### config.mk
export PLATFORM = sky130hd
export DESIGN_NAME = tcb_config_bank
export DESIGN_NICKNAME = d
export VERILOG_FILES = /design/src/pkg/tcb_pkg.sv /design/src/core/tcb_config_bank.sv
export SDC_FILE = /design/constraint.sdc
export NUM_CORES = 1
export LEC_CHECK = 0
export BUFFER_PORTS_ARGS = -buffer_cell sky130_fd_sc_hd__buf_4
export CORE_UTILIZATION = 47
export CTS_CLUSTER_SIZE = 28
export DETAILED_ROUTE_END_ITERATION = 10
export PLACE_DENSITY_LB_ADDON = 0.2
export SYNTH_ARGS = -nofsm -noshare
export SYNTH_HDL_FRONTEND = slang
export SYNTH_SLANG_ARGS = --single-unit
### constraint.sdc
create_clock -name ref_clk -period 1.9 [get_ports ref_clk]
set_input_delay 0.285 -clock ref_clk [delete_from_list [all_inputs] [get_ports ref_clk]]
set_output_delay 0.285 -clock ref_clk [all_outputs]
set_load 0.02 [all_outputs]
### src/pkg/tcb_pkg.sv
// Shared constants and carriers for the transmitter configuration byte bank.
// Assumes a single device clock and an external command decoder that feeds single byte accesses.
package tcb_pkg;

	// Entry numbers.
	localparam logic [7:0] IDX_FILTER_SETTINGS        = 8'h07;
	localparam logic [7:0] IDX_ANALOG_OUTPUT_CONFIG   = 8'h09;
	localparam logic [7:0] IDX_SERIAL_LINE_SETTINGS   = 8'h0a;
	localparam logic [7:0] IDX_FACTORY_FILTER_DEFAULT = 8'h0b;
	localparam logic [7:0] IDX_MEASUREMENT_STATUS     = 8'h0c;
	localparam logic [7:0] IDX_BUS_NODE_ADDRESS       = 8'h0d;
	localparam logic [7:0] IDX_SENSOR_CALIBRATION     = 8'h0e;
	localparam logic [7:0] IDX_SAMPLE_RATE_CODE       = 8'h0f;
	localparam logic [7:0] IDX_PROTOCOL_SWITCH_CMD    = 8'h14;
	localparam logic [7:0] IDX_CONDUCTIVITY_POWER     = 8'h1c;
	localparam logic [7:0] IDX_CONDUCTIVITY_SPAN      = 8'h1f;
	localparam logic [7:0] IDX_CONDUCTIVITY_TC_METHOD = 8'h20;
	localparam logic [7:0] IDX_PROTOCOL_SWITCH_SUPP   = 8'h21;

	// Field positions.
	localparam int FLT_ADAPTIVE_BIT  = 0;
	localparam int FLT_TEMP_LP_BIT   = 1;
	localparam int FLT_OSR_LSB       = 2;
	localparam int FLT_AVG_LSB       = 5;
	localparam int AOUT_CURRENT_BIT  = 0;
	localparam int AOUT_VOLTAGE_BIT  = 1;
	localparam int AOUT_SOURCE_BIT   = 4;
	localparam int SER_BAUD_LSB      = 0;
	localparam int SER_PARITY_EN_BIT = 4;
	localparam int SER_PARITY_EV_BIT = 5;
	localparam int SER_STOP2_BIT     = 6;
	localparam logic [3:0] OSR_BASE_EXP = 4'h8;

	// Codes and limits.
	localparam logic [7:0] SWITCH_TO_SDI12_CODE = 8'h99;
	localparam logic [7:0] ADDR_MIN             = 8'h01;
	localparam logic [7:0] SPS_CODE_MIN         = 8'h05;
	localparam logic [7:0] SPS_CODE_MAX         = 8'h07;
	localparam logic [7:0] SPAN_CODE_MIN        = 8'h01;
	localparam logic [7:0] SPAN_CODE_MAX        = 8'h04;
	localparam logic [7:0] TC_CODE_MIN          = 8'h01;
	localparam logic [7:0] TC_CODE_MAX          = 8'h03;
	localparam logic [3:0] BAUD_CODE_9600       = 4'h0;
	localparam logic [3:0] BAUD_CODE_115200     = 4'h1;
	localparam logic [16:0] BAUD_9600           = 17'h02580;
	localparam logic [16:0] BAUD_115200         = 17'h1c200;

	// Exception codes carried in the answer, zero meaning success.
	localparam logic [7:0] EXC_NONE       = 8'h00;
	localparam logic [7:0] EXC_NOT_ALLOWED = 8'h02;
	localparam logic [7:0] EXC_NOT_INIT   = 8'h20;

	// Reset values of the writable entries.
	localparam logic [7:0] RST_FILTER_SETTINGS  = 8'h00;
	localparam logic [7:0] RST_ANALOG_OUTPUT    = 8'h11;
	localparam logic [7:0] RST_SERIAL_LINE      = 8'h00;
	localparam logic [7:0] RST_BUS_NODE_ADDRESS = 8'h01;
	localparam logic [7:0] RST_SAMPLE_RATE      = 8'h05;
	localparam logic [7:0] RST_COND_POWER       = 8'h00;
	localparam logic [7:0] RST_COND_SPAN        = 8'h01;
	localparam logic [7:0] RST_COND_TC          = 8'h01;

	typedef struct packed {
		logic       write;
		logic [7:0] index;
		logic [7:0] wdata;
	} tcb_req_t;

	typedef struct packed {
		logic [7:0] rdata;
		logic [7:0] exc;
	} tcb_rsp_t;

	typedef enum logic [1:0] {TCB_AVG_1, TCB_AVG_2, TCB_AVG_4, TCB_AVG_8} tcb_avg_t;

endpackage : tcb_pkg

### src/core/tcb_config_bank.sv
// Byte-indexed configuration store of a pressure transmitter, with decoded settings.
// Assumes the command layer hands over one decoded access per request pulse and the initialise command as a pulse.
// What this block does
// - Filter bit 0 toggles adaptive pressure filter, bit 1 temperature low-pass.
// - Oversampling ratio is two to the power eight plus filter bits 2-4.
// - Filter bits 5-6 select averaging over 1, 2, 4 or 8 samples.
// - Analogue entry bit 0 selects current output, bit 1 voltage output.
// - Analogue output follows pressure one when bit 4 set, else calculated channel.
// - Older firmware: analogue entry write changes bit 4 only.
// - Serial bits 0-3 are baud code: 0 is 9600, 1 is 115200.
// - Serial bit 4 enables parity; bit 5 picks odd (0) or even (1).
// - Serial bit 6 picks one or two stop bits.
// - Newer variant: serial entry write restarts device into uninitialised state.
// - Address entry holds bus address; only 1 to 255 stored.
// - Sensor type entry reports pressure one low nibble, pressure two high nibble.
// - Sample rate entry accepts only codes 5, 6, 7 for 120/240/480 SAMPLE_RATE_CODE.
// - Entry 20 is write-only; value 0x99 switches interface to PROTOCOL_SWITCH_COMMAND.
// - Conductivity span codes 1 to 4 pick ranges 0.2 to 200 mS.
// - Compensation codes 1, 2, 3 pick linear 25, linear 20, table 25.
// - Factory filter default entry is read-only, returns manufacture setting.
// - Measurement status entry is read-only mirror of the status byte.
// - Write to a non-writable entry answers exception 2.
// - Read of a missing or write-only entry answers exception 2.
// - Any access before initialisation answers exception 32.
`timescale 1ns/1ps
`default_nettype none

module tcb_config_bank
	import tcb_pkg::*;
(
	// Clock and reset
	input  wire logic       ref_clk,
	input  wire logic       rst_n,
	// Firmware variant and initialise command
	input  wire logic       fw_legacy,
	input  wire logic       init_pulse,
	// Access port
	input  wire logic       req_valid,
	input  wire tcb_req_t   req,
	output var  logic       rsp_valid,
	output var  tcb_rsp_t   rsp,
	// Read-only sources
	input  wire logic [7:0] factory_filter_in,
	input  wire logic [7:0] meas_status_in,
	input  wire logic [7:0] sensor_type_in,
	input  wire logic [7:0] switch_supported_in,
	// Status and events
	output var  logic       initialised,
	output var  logic       restart_pulse,
	output var  logic       sdi12_switch_pulse,
	// Filter settings
	output var  logic       adaptive_filter_en,
	output var  logic       temp_lowpass_en,
	output var  logic [15:0] oversampling_ratio,
	output var  tcb_avg_t   averaging_depth,
	output var  logic [3:0] averaging_samples,
	// Analogue output
	output var  logic       current_out_en,
	output var  logic       voltage_out_en,
	output var  logic       aout_follows_pressure_one,
	// Serial line
	output var  logic [3:0] baud_code,
	output var  logic [16:0] baud_rate,
	output var  logic       parity_en,
	output var  logic       parity_even,
	output var  logic       two_stop_bits,
	output var  logic [7:0] bus_node_address,
	// Sampling, conductivity and sensor types
	output var  logic [8:0] samples_per_second,
	output var  logic       conductivity_power,
	output var  logic [3:0] conductivity_span_sel,
	output var  logic [2:0] conductivity_tc_sel,
	output var  logic [3:0] pressure_one_type,
	output var  logic [3:0] pressure_two_type
);

	function automatic logic in_range(input logic [7:0] v, input logic [7:0] lo, input logic [7:0] hi);
		in_range = (v >= lo) && (v <= hi);
	endfunction : in_range

	function automatic logic [15:0] pow2(input logic [3:0] e);
		pow2 = 16'h0001 << e;
	endfunction : pow2

	logic [7:0] filter_settings_reg;
	logic [7:0] analog_output_config_reg;
	logic [7:0] serial_line_settings_reg;
	logic [7:0] bus_node_address_reg;
	logic [7:0] sample_rate_code_reg;
	logic [7:0] conductivity_power_reg;
	logic [7:0] conductivity_span_reg;
	logic [7:0] conductivity_tc_method_reg;
	logic       init_reg;

	// Entry classification.
	wire logic [7:0] idx = req.index;
	wire logic [7:0] wd  = req.wdata;
	wire logic hit_flt  = (idx == IDX_FILTER_SETTINGS);
	wire logic hit_aout = (idx == IDX_ANALOG_OUTPUT_CONFIG);
	wire logic hit_ser  = (idx == IDX_SERIAL_LINE_SETTINGS);
	wire logic hit_addr = (idx == IDX_BUS_NODE_ADDRESS);
	wire logic hit_sps  = (idx == IDX_SAMPLE_RATE_CODE);
	wire logic hit_sw   = (idx == IDX_PROTOCOL_SWITCH_CMD);
	wire logic hit_cpw  = (idx == IDX_CONDUCTIVITY_POWER);
	wire logic hit_crg  = (idx == IDX_CONDUCTIVITY_SPAN);
	wire logic hit_ctc  = (idx == IDX_CONDUCTIVITY_TC_METHOD);
	wire logic hit_ro   = (idx == IDX_FACTORY_FILTER_DEFAULT) || (idx == IDX_MEASUREMENT_STATUS) ||
	                      (idx == IDX_SENSOR_CALIBRATION) || (idx == IDX_PROTOCOL_SWITCH_SUPP);

	wire logic readable = hit_flt | hit_aout | hit_ser | hit_addr | hit_sps | hit_cpw | hit_crg | hit_ctc | hit_ro;

	// Value checks; a value the entry cannot hold is treated as a refused write.
	wire logic addr_ok = (wd >= ADDR_MIN);
	wire logic sps_ok  = in_range(wd, SPS_CODE_MIN, SPS_CODE_MAX);
	wire logic crg_ok  = in_range(wd, SPAN_CODE_MIN, SPAN_CODE_MAX);
	wire logic ctc_ok  = in_range(wd, TC_CODE_MIN, TC_CODE_MAX);
	wire logic sw_ok   = (wd == SWITCH_TO_SDI12_CODE);

	wire logic writable = hit_flt | hit_aout | hit_ser | hit_cpw |
	                      (hit_addr & addr_ok) | (hit_sps & sps_ok) |
	                      (hit_crg & crg_ok) | (hit_ctc & ctc_ok) | (hit_sw & sw_ok);

	wire logic access_ok = req_valid & init_reg;
	wire logic wr_go     = access_ok & req.write & writable;

	wire logic [7:0] exc_next = !init_reg ? EXC_NOT_INIT :
	                            req.write ? (writable ? EXC_NONE : EXC_NOT_ALLOWED) :
	                            (readable ? EXC_NONE : EXC_NOT_ALLOWED);

	// Read multiplexer; the switch command entry reads nothing because it is not readable.
	logic [7:0] rdata_next;
	always_comb begin
		rdata_next = 8'h00;
		unique case (1'b1)
			hit_flt:  rdata_next = filter_settings_reg;
			hit_aout: rdata_next = analog_output_config_reg;
			hit_ser:  rdata_next = serial_line_settings_reg;
			hit_addr: rdata_next = bus_node_address_reg;
			hit_sps:  rdata_next = sample_rate_code_reg;
			hit_cpw:  rdata_next = conductivity_power_reg;
			hit_crg:  rdata_next = conductivity_span_reg;
			hit_ctc:  rdata_next = conductivity_tc_method_reg;
			(idx == IDX_FACTORY_FILTER_DEFAULT): rdata_next = factory_filter_in;
			(idx == IDX_MEASUREMENT_STATUS):     rdata_next = meas_status_in;
			(idx == IDX_SENSOR_CALIBRATION):     rdata_next = sensor_type_in;
			(idx == IDX_PROTOCOL_SWITCH_SUPP):   rdata_next = switch_supported_in;
			default:  rdata_next = 8'h00;
		endcase
	end

	// Older firmware lets only the source select bit through.
	wire logic [7:0] aout_keep_mask = 8'h01 << AOUT_SOURCE_BIT;
	wire logic [7:0] aout_next = fw_legacy ?
	                             ((analog_output_config_reg & ~aout_keep_mask) | (wd & aout_keep_mask)) : wd;

	// A serial write on the newer variant restarts; the stored setting survives so it applies after restart.
	// The restart wins over an initialise pulse in the same cycle, so the host must initialise again.
	wire logic restart_next = wr_go & hit_ser & ~fw_legacy;
	wire logic init_next    = restart_next ? 1'b0 : (init_pulse ? 1'b1 : init_reg);

	always_ff @(posedge ref_clk or negedge rst_n) begin
		if (!rst_n) begin
			filter_settings_reg        <= RST_FILTER_SETTINGS;
			analog_output_config_reg   <= RST_ANALOG_OUTPUT;
			serial_line_settings_reg   <= RST_SERIAL_LINE;
			bus_node_address_reg       <= RST_BUS_NODE_ADDRESS;
			sample_rate_code_reg       <= RST_SAMPLE_RATE;
			conductivity_power_reg     <= RST_COND_POWER;
			conductivity_span_reg      <= RST_COND_SPAN;
			conductivity_tc_method_reg <= RST_COND_TC;
		end else if (wr_go) begin
			if (hit_flt)  filter_settings_reg        <= wd;
			if (hit_aout) analog_output_config_reg   <= aout_next;
			if (hit_ser)  serial_line_settings_reg   <= wd;
			if (hit_addr) bus_node_address_reg       <= wd;
			if (hit_sps)  sample_rate_code_reg       <= wd;
			if (hit_cpw)  conductivity_power_reg     <= wd;
			if (hit_crg)  conductivity_span_reg      <= wd;
			if (hit_ctc)  conductivity_tc_method_reg <= wd;
		end
	end

	always_ff @(posedge ref_clk or negedge rst_n) begin
		if (!rst_n) begin
			init_reg           <= 1'b0;
			rsp_valid          <= 1'b0;
			rsp                <= '0;
			restart_pulse      <= 1'b0;
			sdi12_switch_pulse <= 1'b0;
		end else begin
			init_reg           <= init_next;
			rsp_valid          <= req_valid;
			rsp.exc            <= req_valid ? exc_next : EXC_NONE;
			rsp.rdata          <= (access_ok & ~req.write & readable) ? rdata_next : 8'h00;
			restart_pulse      <= restart_next;
			sdi12_switch_pulse <= wr_go & hit_sw;
		end
	end

	// Decoded settings, registered one cycle after the stored entries.
	// A host that acts on a decoded setting must allow two cycles after the write request.
	// Registering every decode costs a cycle of latency but keeps all outputs glitch free.
	// Codes that the value checks refuse never reach these registers, so the offsets below
	// stay inside their tables; only the baud code may hold a value with no rate, shown as zero.
	wire logic [2:0] osr_field = filter_settings_reg[FLT_OSR_LSB +: 3];
	wire logic [1:0] avg_field = filter_settings_reg[FLT_AVG_LSB +: 2];
	wire logic [3:0] ser_baud  = serial_line_settings_reg[SER_BAUD_LSB +: 4];
	wire logic [2:0] sps_off   = 3'(sample_rate_code_reg - SPS_CODE_MIN);
	wire logic [1:0] crg_off   = 2'(conductivity_span_reg - SPAN_CODE_MIN);
	wire logic [1:0] ctc_off   = 2'(conductivity_tc_method_reg - TC_CODE_MIN);
	wire logic [16:0] baud_dec = (ser_baud == BAUD_CODE_115200) ? BAUD_115200 :
	                             (ser_baud == BAUD_CODE_9600) ? BAUD_9600 : 17'h00000;

	always_ff @(posedge ref_clk or negedge rst_n) begin
		if (!rst_n) begin
			initialised               <= 1'b0;
			adaptive_filter_en        <= 1'b0;
			temp_lowpass_en           <= 1'b0;
			oversampling_ratio        <= 16'h0100;
			averaging_depth           <= TCB_AVG_1;
			averaging_samples         <= 4'h1;
			current_out_en            <= 1'b0;
			voltage_out_en            <= 1'b0;
			aout_follows_pressure_one <= 1'b0;
			baud_code                 <= 4'h0;
			baud_rate                 <= 17'h00000;
			parity_en                 <= 1'b0;
			parity_even               <= 1'b0;
			two_stop_bits             <= 1'b0;
			bus_node_address          <= 8'h00;
			samples_per_second        <= 9'h000;
			conductivity_power        <= 1'b0;
			conductivity_span_sel     <= 4'h0;
			conductivity_tc_sel       <= 3'h0;
			pressure_one_type         <= 4'h0;
			pressure_two_type         <= 4'h0;
		end else begin
			initialised               <= init_reg;
			adaptive_filter_en        <= filter_settings_reg[FLT_ADAPTIVE_BIT];
			temp_lowpass_en           <= filter_settings_reg[FLT_TEMP_LP_BIT];
			oversampling_ratio        <= pow2(OSR_BASE_EXP + {1'b0, osr_field});
			averaging_depth           <= tcb_avg_t'(avg_field);
			averaging_samples         <= 4'(pow2({2'b00, avg_field}));
			current_out_en            <= analog_output_config_reg[AOUT_CURRENT_BIT];
			voltage_out_en            <= analog_output_config_reg[AOUT_VOLTAGE_BIT];
			aout_follows_pressure_one <= analog_output_config_reg[AOUT_SOURCE_BIT];
			baud_code                 <= ser_baud;
			baud_rate                 <= baud_dec;
			parity_en                 <= serial_line_settings_reg[SER_PARITY_EN_BIT];
			parity_even               <= serial_line_settings_reg[SER_PARITY_EV_BIT];
			two_stop_bits             <= serial_line_settings_reg[SER_STOP2_BIT];
			bus_node_address          <= bus_node_address_reg;
			samples_per_second        <= 9'(9'd120 << sps_off);
			conductivity_power        <= conductivity_power_reg[0];
			conductivity_span_sel     <= 4'(pow2({2'b00, crg_off}));
			conductivity_tc_sel       <= 3'(pow2({2'b00, ctc_off}));
			pressure_one_type         <= sensor_type_in[3:0];
			pressure_two_type         <= sensor_type_in[7:4];
		end
	end

endmodule : tcb_config_bank

`default_nettype wire

# Yosys cells after proc, flatten, opt, wreduce, memory -nomap -nowiden
# Cells that the tools add are included.
# classes
n_addsub	4
magnitude_cmp	5
n_eq_ne	15
shift	5
muxes	12
bitwise_logic	30
n_reduce_logical	16
# ops
cell	count
case mux 8 bit (12 select lines)	1
== test 8 x 4 -> 1 bit, second input constant	7
== test 8 x 5 -> 1 bit, second input constant	3
2-to-1 mux 17 bit	1
== test 8 x 6 -> 1 bit, second input constant	2
less-or-equal comparator 8 x 3 -> 1 bit, second input constant	2
2-to-1 mux 8 bit	2
AND reduction 2 bit	8
<< shifter 1 x 4 -> 16 bit, first input constant	1
2-to-1 mux 14 bit	1
bitwise OR 1 bit	14
bitwise AND 1 bit	13
2-to-1 mux 6 bit	2
<< shifter 7 x 3 -> 9 bit, first input constant	1
== test 8 x 3 -> 1 bit, second input constant	1
== test 8 bit, second input constant	1
greater-or-equal comparator 8 x 1 -> 1 bit, second input constant	1
greater-or-equal comparator 8 x 3 -> 1 bit, second input constant	1
less-or-equal comparator 8 x 2 -> 1 bit, second input constant	1
bitwise OR 8 x 5 -> 8 bit	1
<< shifter 1 x 2 -> 4 bit, first input constant	2
2-to-1 mux 2 bit	3
adder 4 x 3 -> 4 bit, first input constant	1
== test 4 x 1 -> 1 bit, second input constant	1
other kinds (9)	16
# word_totals
reg_bits	167
output_inout_bits	104

# Longest topological paths before layout
# Gate-level depths: netlist of run 1.
# logic_depth
depth_word	13
depth_mapped	8
depth_no_buf	6

# Least setup slack after synthesis of run 1
# Ideal clock, no wire load.
# synth_timing
kind	in2reg
from	input req[14] in the netlist's numbering
to	register bus_node_address_reg[3]
setup_time_ps	125
arrival_time_ps	2048
slack_ps	-273
stages	6
path_buffers	0
path_cell_list	and4bb_4 > nand2_2 > nor4_1 > nor4_2 > nor4_4 > mux2_2
# synth_between
elab_chain_len	11
elab_cells_between_ends	24
cone_classes	eq/ne: 9; bitwise: 14; reduce/logical: 1
# synth_rtl
item	line	rtl
start: declaration	tcb_config_bank.sv:39	input wire tcb_req_t req,
== test 8 x 3 -> 1 bit / == test 8 x 4 -> 1 bit (equally long branches)	tcb_config_bank.sv:98, tcb_config_bank.sv:99	
bitwise OR 1 bit (4 in series)	tcb_config_bank.sv:119	wire logic writable = hit_flt | hit_aout | hit_ser | hit_cpw |
bitwise OR 1 bit (2 in series)	tcb_config_bank.sv:120	(hit_addr & addr_ok) | (hit_sps & sps_ok) |
bitwise OR 1 bit (2 in series)	tcb_config_bank.sv:121	(hit_crg & crg_ok) | (hit_ctc & ctc_ok) | (hit_sw & sw_ok);
bitwise AND 1 bit	tcb_config_bank.sv:124	wire logic wr_go = access_ok & req.write & writable;
AND reduction 2 bit (no source line) *	n/a	
end signal: assignment	tcb_config_bank.sv:175	if (hit_addr) bus_node_address_reg <= wd;
end: declaration	tcb_config_bank.sv:88	logic [7:0] bus_node_address_reg;
# Every way passes the cells marked *; elsewhere a longest branch is shown, timed or not.
# A chain may end at the register's enable or synchronous reset.

# Worst setup path after layout of run 1
# layout_timing
from	input req[2] in the netlist's numbering
to	register conductivity_span_reg[1]
# layout_between
elab_chain_len	9
elab_cells_between_ends	21
cone_classes	order compare: 5; eq/ne: 1; bitwise: 11; reduce/logical: 4
# layout_rtl
item	line	rtl
greater-or-equal comparator 8 x 1 -> 1 bit (tied with other cells)	tcb_config_bank.sv:78, tcb_config_bank.sv:113	
bitwise AND 1 bit / logical AND 1 bit (equally long branches)	tcb_config_bank.sv:120, tcb_config_bank.sv:78	
bitwise OR 1 bit / bitwise AND 1 bit (equally long branches)	tcb_config_bank.sv:119, tcb_config_bank.sv:120	
bitwise OR 1 bit (2 in series)	tcb_config_bank.sv:120	
bitwise OR 1 bit	tcb_config_bank.sv:121	
bitwise OR 1 bit *	tcb_config_bank.sv:121	
bitwise AND 1 bit *	tcb_config_bank.sv:124	
AND reduction 2 bit (no source line) *	n/a	
end signal: assignment	tcb_config_bank.sv:178	if (hit_crg) conductivity_span_reg <= wd;
end: declaration	tcb_config_bank.sv:91	logic [7:0] conductivity_span_reg;
# Marks and branches as above.

==> results of run 1 <==
==> repair_timing <==
item                                   CTS  global route
gates resized for setup                  0             3
setup endpoints to repair                0            14
setup buffers                            0             0
hold buffers                             9             0
endpoints found under the hold margin   43             0
==> critical path: cells and delay by family <==
kind                   cells  cell delay (ns)
and+or+nand+nor            4             1.31
muxes                      1             0.34
AOI/OAI and AO/OA          1             0.10
buffers and inverters      1             0.12
==> Yosys cell counts, drive strengths merged, types with 3 or more instances <==
library cell  number
mux2              51
and3               5
nand4              3
a22oi             18
dfstp              9
nor2              17
o21ai             12
a21oi              8
o22ai              7
a221oi             6
a31oi              7
nand3             23
and2              26
buf               35
dfrtp            128
inv                5
nor2b             13
clkbuf            19
nand2             18
and3b              3
nor3b              4
nor4               9
ha                 5
==> area by class of cell <==
cell class | instances | area, um^2 | share of cell area, %
Timing Repair Buffer | 222 | 1740 | 21.3
Clock inverter | 10 | 106 | 1.30
Inverter | 5 | 18.8 | 0.229
Clock buffer | 22 | 474 | 5.79
Tap cell | 147 | 184 | 2.24
Sequential cell | 137 | 3440 | 42.0
Multi-Input combinational cell | 291 | 2230 | 27.2
==> how the worst min path moves through the flow <==
stage	to	slack (ns)
finish	rsp_valid	0.01
floorplan	adaptive_filter_en	-0.01
CTS	rsp_valid	0.0002
detailed placement	conductivity_tc_sel[0]	0.21
global placement	conductivity_tc_sel[2]	0.20
global route	rsp_valid	0.005
==> power breakdown <==
group          internal, W  switching [W]
combinational     0.000246       0.000343
sequential         0.00297      0.0000269
clock              0.00193        0.00127
total              0.00514        0.00164
==> per-stage QoR <==
step                power, W  utilization, %  TNS [ns]  hold WS [ns]  setup slack, ns
floorplan            0.00331               -     -2.83       -0.0106           -0.217
global placement     0.00361            62.4    -16.48         0.203           -0.363
detailed placement   0.00361            62.4    -16.12         0.208           -0.373
CTS                  0.00680            68.0         0      0.000226           0.0541
global route         0.00700            68.2         0       0.00502          0.00409
finish               0.00678            68.2         0        0.0115           0.0493
==> logic make-up (layout without fill, tap and decap cells) <==
group | after synthesis | count (layout)
AOI/OAI and AO/OA | 70 | 70
xor gates and xnor gates | 1 | 1
adders and majority gates | 5 | 5
buffers and inverters | 59 | 259
DFF | 137 | 137
muxes | 54 | 54
other | 1 | 26
and+or+nand+nor | 135 | 135
==> layer usage <==
metal  wire (um)  track usage, %  vias to the layer above
met3         978            5.52                       25
li1            -               -                     2040
met4         387            10.3                        0
met1        7460            39.1                     2243
met2        8160            45.1                      185
met5           0               0                        -
==> flow_summary.html, run 1 <==
<table>
<tr><th>Metric</th><th>Value</th></tr>
<tr><th colspan="2">Outcome</th></tr>
<tr><td>Outcome</td><td>completed</td></tr>
<tr><th colspan="2">Critical path</th></tr>
<tr><td>Data required, critical path</td><td>2.20 ns</td></tr>
<tr><td>Crit. End Element</td><td>register</td></tr>
<tr><td>Crit path max-delay cell type</td><td>sky130_fd_sc_hd__or4_4</td></tr>
<tr><td>Worst setup path startpoint</td><td>req[2]</td></tr>
<tr><td>Arrival time of data at the critical path endpoint</td><td>2.16 ns</td></tr>
<tr><td>Register-to-register path setup slack</td><td>0.26 ns</td></tr>
<tr><td>Highest cell delay on the worst timing path</td><td>0.62 ns</td></tr>
<tr><td>Capture point of the worst reg-to-reg path</td><td>analog_output_config_reg[5]</td></tr>
<tr><td>End of the critical path</td><td>conductivity_span_reg[1]</td></tr>
<tr><td>Critical Path, Cell by Cell</td><td>buf_4 -&gt; nor4_4 -&gt; and3b_1 -&gt; o32ai_2 -&gt; or4_4 -&gt; nand4_4 -&gt; mux2_2</td></tr>
<tr><td>Type of the worst setup path</td><td>in2reg</td></tr>
<tr><td>Reg2reg path depth</td><td>4</td></tr>
<tr><td>Maximum net fanout on the critical path</td><td>5</td></tr>
<tr><td>Startpoint Class</td><td>input port</td></tr>
<tr><td>Source of the worst register-to-register timing path</td><td>init_reg</td></tr>
<tr><th colspan="2">Detailed routing</th></tr>
<tr><td>Drt drc</td><td>0</td></tr>
<tr><td>Routed via count</td><td>4493</td></tr>
<tr><td>Pre-Repair DR Iteration Count</td><td>4</td></tr>
<tr><td>DRC violation total after the first TritonRoute iteration</td><td>266</td></tr>
<tr><td>Remaining antenna violation count</td><td>0</td></tr>
<tr><td>Avg WL per Cell</td><td>20.4 um</td></tr>
<tr><td>Avg Vias per Cell</td><td>5.39</td></tr>
<tr><td>Post-detailed-routing wire length</td><td>17000 um</td></tr>
<tr><th colspan="2">Worst hold path</th></tr>
<tr><td>Hold depth</td><td>1</td></tr>
<tr><td>Hold crit path type</td><td>in2reg</td></tr>
<tr><td>Worst hold start</td><td>req_valid</td></tr>
<tr><th colspan="2">Power</th></tr>
<tr><td>Worst IR Drop VDD</td><td>753 uV</td></tr>
<tr><td>Static leakage power</td><td>4.09 nW</td></tr>
<tr><td>Power density relative to cell area</td><td>827 nW/um^2</td></tr>
<tr><th colspan="2">Global routing</th></tr>
<tr><td>Maximum number of pins on one net before global-route repair</td><td>51</td></tr>
<tr><td>Aggregate global routing overflow</td><td>0</td></tr>
<tr><td>Initial antenna violation count</td><td>0</td></tr>
<tr><td>Wire length of the first global-routing pass</td><td>26400 um</td></tr>
<tr><td>Number of global-route vias before repair</td><td>4513</td></tr>
<tr><td>Global Route Usage Sum</td><td>28.4%</td></tr>
<tr><th colspan="2">Placement</th></tr>
<tr><td>Routability congestion estimate from global placement</td><td>0.910</td></tr>
<tr><td>Post-DP HPWL</td><td>13100 um</td></tr>
<tr><td>Count of placed standard cells including taps</td><td>793</td></tr>
<tr><td>Post-detailed-placement cell area</td><td>7500 um^2</td></tr>
<tr><td>Buffers added on ports</td><td>131</td></tr>
<tr><th colspan="2">Job</th></tr>
<tr><td>Maximum Capacitance Violations</td><td>0</td></tr>
<tr><th colspan="2">Floorplanning</th></tr>
<tr><td>Core box area</td><td>12000 um^2</td></tr>
<tr><td>Starting Density</td><td>48.3%</td></tr>
<tr><td>Overall die height</td><td>113 um</td></tr>
<tr><td>Die extent in x</td><td>113 um</td></tr>
<tr><td>Die Area</td><td>12800 um^2</td></tr>
<tr><td>Floorplan row count</td><td>40</td></tr>
<tr><td>Number of top-level pins</td><td>158</td></tr>
<tr><th colspan="2">Timing</th></tr>
<tr><td>Setup skew after layout</td><td>0.00698 ns</td></tr>
<tr><td>Peak clock frequency supported by timing</td><td>540 MHz</td></tr>
<tr><td>Total of endpoints with negative setup slack in the final report</td><td>0</td></tr>
<tr><td>Period minus WS final</td><td>1.85 ns</td></tr>
<tr><td>Max Slew Vio Count</td><td>0</td></tr>
<tr><td>Period utilisation layout</td><td>97.4%</td></tr>
<tr><td>Hold Fails Final Rpt</td><td>0</td></tr>
<tr><td>Setup repair after global routing missed its margin</td><td>no</td></tr>
<tr><th colspan="2">Synth</th></tr>
<tr><td>Sequential share of the synthesized area</td><td>59.3%</td></tr>
<tr><td>Average instance area after synthesis</td><td>12.6 um^2</td></tr>
<tr><td>Combinational family with the most area after synthesis</td><td>simple AND/OR/NAND/NOR gates</td></tr>
<tr><td>Xor-xnor portion of the synthesized cell area</td><td>0.151%</td></tr>
<tr><td>Post-synth cell types</td><td>55</td></tr>
<tr><td>Fraction of synthesized area in multiplexers</td><td>10.6%</td></tr>
<tr><td>Synth Instances</td><td>462</td></tr>
<tr><td>Synth top area share</td><td>55.2%</td></tr>
<tr><td>#FFs+latches synth</td><td>137</td></tr>
<tr><td>Adder-cell share of the synthesized area</td><td>1.08%</td></tr>
<tr><td>Largest area contributor in the netlist</td><td>sky130_fd_sc_hd__dfrtp_1</td></tr>
<tr><td>Simple-gate share of the synthesized area</td><td>14.3%</td></tr>
<tr><td>Netlist Area Pre-Place</td><td>5800 um^2</td></tr>
<tr><td>Fraction of the mapped netlist area in compound gates</td><td>8.57%</td></tr>
<tr><td>Synth warnings</td><td>0</td></tr>
<tr><td>Most used flip-flop cell after synthesis</td><td>sky130_fd_sc_hd__dfrtp_1</td></tr>
<tr><td>Number of enable flip-flop cells after synthesis</td><td>0</td></tr>
<tr><td>Proportion of synthesized flip-flops having asynchronous set or reset</td><td>100%</td></tr>
<tr><td>Synth area leaders</td><td>sky130_fd_sc_hd__dfrtp_1, sky130_fd_sc_hd__mux2_2, sky130_fd_sc_hd__buf_4</td></tr>
<tr><th colspan="2">Layout</th></tr>
<tr><td>Count of non-filler cells in the finished layout</td><td>834</td></tr>
<tr><td>Layout cell share with drive strength beyond 1</td><td>47.0%</td></tr>
<tr><td>Most frequent standard cell in the layout excluding fill and tap cells</td><td>sky130_fd_sc_hd__buf_4</td></tr>
<tr><td>Number of antenna repair diodes</td><td>0</td></tr>
<tr><td>Final Net Count</td><td>733</td></tr>
<tr><td>Fill cell count</td><td>893</td></tr>
<tr><td>Largest register FFs</td><td>16</td></tr>
<tr><td>Final design area excluding fillers</td><td>8190 um^2</td></tr>
<tr><td>Layout overhead on the synthesized area</td><td>41.3%</td></tr>
<tr><td>Commonest non-fill, non-tap cells in the layout</td><td>sky130_fd_sc_hd__buf_4, sky130_fd_sc_hd__dfrtp_1, sky130_fd_sc_hd__mux2_2, sky130_fd_sc_hd__conb_1, sky130_fd_sc_hd__and2_1</td></tr>
<tr><th colspan="2">Clocking</th></tr>
<tr><td>Clock tree from TritonCTS</td><td>built</td></tr>
<tr><td>Insertion delay of the later-clocked pin in the worst-skew pair</td><td>0.42 ns</td></tr>
<tr><td>CTS H-Tree Depth</td><td>4</td></tr>
<tr><td>Clock root buffer</td><td>sky130_fd_sc_hd__clkbuf_16</td></tr>
<tr><td>Bufs on Longest Clock Path</td><td>2</td></tr>
<tr><td>Number of CTS-inserted buffers</td><td>17</td></tr>
<tr><td>Clock slew seen by the registers of the worst setup and hold paths</td><td>0.06 ns</td></tr>
<tr><td>Clock Sink Count</td><td>137</td></tr>
</table>
Power figures use the tool's default switching activity.
==> inputs of run 2 (changes only) <==
--- a/config.mk
+++ b/config.mk
@@ -6,6 +6,7 @@
 export NUM_CORES = 1
 export LEC_CHECK = 0
 export BUFFER_PORTS_ARGS = -buffer_cell sky130_fd_sc_hd__buf_4
+export CORE_MARGIN = 5
 export CORE_UTILIZATION = 47
 export CTS_CLUSTER_SIZE = 28
 export DETAILED_ROUTE_END_ITERATION = 10
==> run 2 against run 1 <==
Compared with the run above:
- register-to-register slack lost 0.02 ns
- die area rose by 15%
- highest routed layer unchanged
- combinational power hardly changed
- global-route usage shrank 4.5 points
- count of clock-buffer cells in the layout decreased by 1
- sequential share of layout area is 0.17 points higher
- routed wire length is 1.9% lower
- clock skew about the same
- critical path type unchanged
==> flow_summary.html, run 2 (synthesis gave the netlist of run 1 again) <==
<table>
<tr><th>Metric</th><th>Value</th></tr>
<tr><th colspan="2">Detailed routing</th></tr>
<tr><td>Avg WL per Cell</td><td>19.6 um</td></tr>
<tr><td>Avg Vias per Cell</td><td>5.23</td></tr>
<tr><td>Pre-Repair DR Iteration Count</td><td>5</td></tr>
<tr><td>Post-detailed-routing wire length</td><td>16700 um</td></tr>
<tr><td>Drt drc</td><td>0</td></tr>
<tr><td>Routed via count</td><td>4438</td></tr>
<tr><td>Remaining antenna violation count</td><td>0</td></tr>
<tr><td>DRC violation total after the first TritonRoute iteration</td><td>406</td></tr>
<tr><th colspan="2">Timing</th></tr>
<tr><td>Peak clock frequency supported by timing</td><td>543 MHz</td></tr>
<tr><td>Setup repair after global routing missed its margin</td><td>no</td></tr>
<tr><td>Period utilisation layout</td><td>96.9%</td></tr>
<tr><td>Setup skew after layout</td><td>0.00661 ns</td></tr>
<tr><td>Actual transition at the worst max-transition pin</td><td>0.536 ns</td></tr>
<tr><td>Final total negative setup slack</td><td>0 ns</td></tr>
<tr><td>Hold Fails Final Rpt</td><td>0</td></tr>
<tr><td>Max Slew Vio Count</td><td>0</td></tr>
<tr><td>Total of endpoints with negative setup slack in the final report</td><td>0</td></tr>
<tr><td>Period minus WS final</td><td>1.84 ns</td></tr>
<tr><td>Tightest slew margin relative to the limit</td><td>64.0%</td></tr>
<tr><th colspan="2">Critical path</th></tr>
<tr><td>Reg2reg path depth</td><td>4</td></tr>
<tr><td>Maximum net fanout on the critical path</td><td>4</td></tr>
<tr><td>Crit. End Element</td><td>register</td></tr>
<tr><td>Data required, critical path</td><td>2.19 ns</td></tr>
<tr><td>Startpoint Class</td><td>input port</td></tr>
<tr><td>Arrival time of data at the critical path endpoint</td><td>2.14 ns</td></tr>
<tr><td>Type of the worst setup path</td><td>in2reg</td></tr>
<tr><th colspan="2">Floorplanning</th></tr>
<tr><td>Die extent in x</td><td>121 um</td></tr>
<tr><td>Overall die height</td><td>121 um</td></tr>
<tr><td>Number of top-level pins</td><td>158</td></tr>
<tr><td>Die Area</td><td>14700 um^2</td></tr>
<tr><td>Floorplan row count</td><td>40</td></tr>
<tr><td>Core box area</td><td>12100 um^2</td></tr>
<tr><td>Starting Density</td><td>48.1%</td></tr>
<tr><th colspan="2">Clocking</th></tr>
<tr><td>Insertion delay of the later-clocked pin in the worst-skew pair</td><td>0.41 ns</td></tr>
<tr><td>Clock slew seen by the registers of the worst setup and hold paths</td><td>0.05 ns</td></tr>
<tr><td>CTS H-Tree Depth</td><td>4</td></tr>
<tr><td>Number of CTS-inserted buffers</td><td>17</td></tr>
<tr><td>Clock tree from TritonCTS</td><td>built</td></tr>
<tr><td>Clock Sink Count</td><td>137</td></tr>
<tr><td>Bufs on Longest Clock Path</td><td>2</td></tr>
<tr><td>Clock root buffer</td><td>sky130_fd_sc_hd__clkbuf_16</td></tr>
<tr><th colspan="2">Power</th></tr>
<tr><td>Worst IR Drop VDD</td><td>581 uV</td></tr>
<tr><td>Power density relative to cell area</td><td>818 nW/um^2</td></tr>
<tr><td>Static leakage power</td><td>4.06 nW</td></tr>
<tr><th colspan="2">Worst hold path</th></tr>
<tr><td>Hold depth</td><td>2</td></tr>
<tr><td>Hold crit path type</td><td>in2reg</td></tr>
<tr><th colspan="2">Layout</th></tr>
<tr><td>Commonest non-fill, non-tap cells in the layout</td><td>sky130_fd_sc_hd__buf_4, sky130_fd_sc_hd__dfrtp_1, sky130_fd_sc_hd__mux2_2, sky130_fd_sc_hd__conb_1, sky130_fd_sc_hd__and2_1</td></tr>
<tr><td>Final Net Count</td><td>727</td></tr>
<tr><td>Layout overhead on the synthesized area</td><td>40.7%</td></tr>
<tr><td>Number of antenna repair diodes</td><td>0</td></tr>
<tr><td>Most frequent standard cell in the layout excluding fill and tap cells</td><td>sky130_fd_sc_hd__buf_4</td></tr>
<tr><td>Largest register FFs</td><td>16</td></tr>
<tr><td>Layout cell share with drive strength beyond 1</td><td>46.3%</td></tr>
<tr><td>Fill cell count</td><td>909</td></tr>
<tr><td>Count of non-filler cells in the finished layout</td><td>849</td></tr>
<tr><td>Post-Route Utilization</td><td>67.7%</td></tr>
<tr><th colspan="2">Placement</th></tr>
<tr><td>Routability congestion estimate from global placement</td><td>0.984</td></tr>
<tr><td>Buffers added on ports</td><td>131</td></tr>
<tr><td>Count of placed standard cells including taps</td><td>806</td></tr>
<tr><td>Post-DP HPWL</td><td>12700 um</td></tr>
<tr><th colspan="2">Global routing</th></tr>
<tr><td>Aggregate global routing overflow</td><td>0</td></tr>
<tr><td>Number of global-route vias before repair</td><td>4701</td></tr>
<tr><td>Initial antenna violation count</td><td>0</td></tr>
<tr><td>Global Route Usage Sum</td><td>23.9%</td></tr>
<tr><td>Maximum number of pins on one net before global-route repair</td><td>46</td></tr>
<tr><td>Wire length of the first global-routing pass</td><td>26500 um</td></tr>
<tr><th colspan="2">Outcome</th></tr>
<tr><td>Outcome</td><td>completed</td></tr>
<tr><th colspan="2">Job</th></tr>
<tr><td>Maximum Capacitance Violations</td><td>0</td></tr>
</table>
## run 2: metrics by stage
| step | total power [W] | setup slack (ns) | cell area, um^2 | hold slack (ns) |
|---|---|---|---|---|
| finish | 0.00668 | 0.0587 | 8160 | 0.0904 |
| global route | 0.00691 | 0.00290 | 8160 | 0.0812 |
| CTS | 0.00672 | 0.0694 | 8120 | 0.0714 |
| detailed placement | 0.00361 | -0.379 | 7450 | 0.184 |
| global placement | 0.00360 | -0.360 | 7450 | 0.180 |
| floorplan | 0.00331 | -0.217 | 6010 | -0.0106 |
## run 2: final timing paths
path                                         start                  endpoint  slack [ns]
max                                         req[1]  conductivity_span_reg[1]        0.06
min                                      fw_legacy             restart_pulse        0.09
max reg2reg                               init_reg   bus_node_address_reg[4]        0.24
min reg2reg                bus_node_address_reg[1]       bus_node_address[1]        0.40
max in group asynchronous                    rst_n     oversampling_ratio[8]        0.97
min in group asynchronous                    rst_n       bus_node_address[0]        0.32
## run 2: repair_timing
action | in CTS | in global routing
resized for setup | 0 | 4
setup buffers | 0 | 1
hold buffers | 10 | 0
hold endpoints to repair | 37 | 0
endpoints found under the setup margin | 0 | 9
## run 2: routing by layer
layer / wire (um) / global-route usage, %
met3: 937 / 4.90
met5: 0 / 0
met2: 8080 / 38.3
met4: 274 / 7.93
met1: 7370 / 32.5
## run 2: layout make-up
cell class | instances | area, um^2 | area share [%]
Tap cell | 168 | 210 | 2.58
Timing Repair Buffer | 216 | 1690 | 20.7
Clock buffer | 21 | 470 | 5.77
Inverter | 5 | 18.8 | 0.230
Clock inverter | 11 | 96.3 | 1.18
Multi-Input combinational cell | 291 | 2240 | 27.4
Sequential cell | 137 | 3440 | 42.1
## run 2: report_power, final
group          internal, W  leakage (nW)  switching, W
clock network      0.00190         0.279       0.00120
logic             0.000247          1.96      0.000339
registers          0.00297          1.82     0.0000272
total              0.00511          4.06       0.00157
## run 2: worst max-delay path: stages
cell and delay [ns]:
sky130_fd_sc_hd__buf_4 0.14, sky130_fd_sc_hd__nor4_4 0.33, sky130_fd_sc_hd__and3b_1 0.22, sky130_fd_sc_hd__o32ai_2 0.10
sky130_fd_sc_hd__or4_4 0.61, sky130_fd_sc_hd__nand4_4 0.12, sky130_fd_sc_hd__mux2_2 0.33
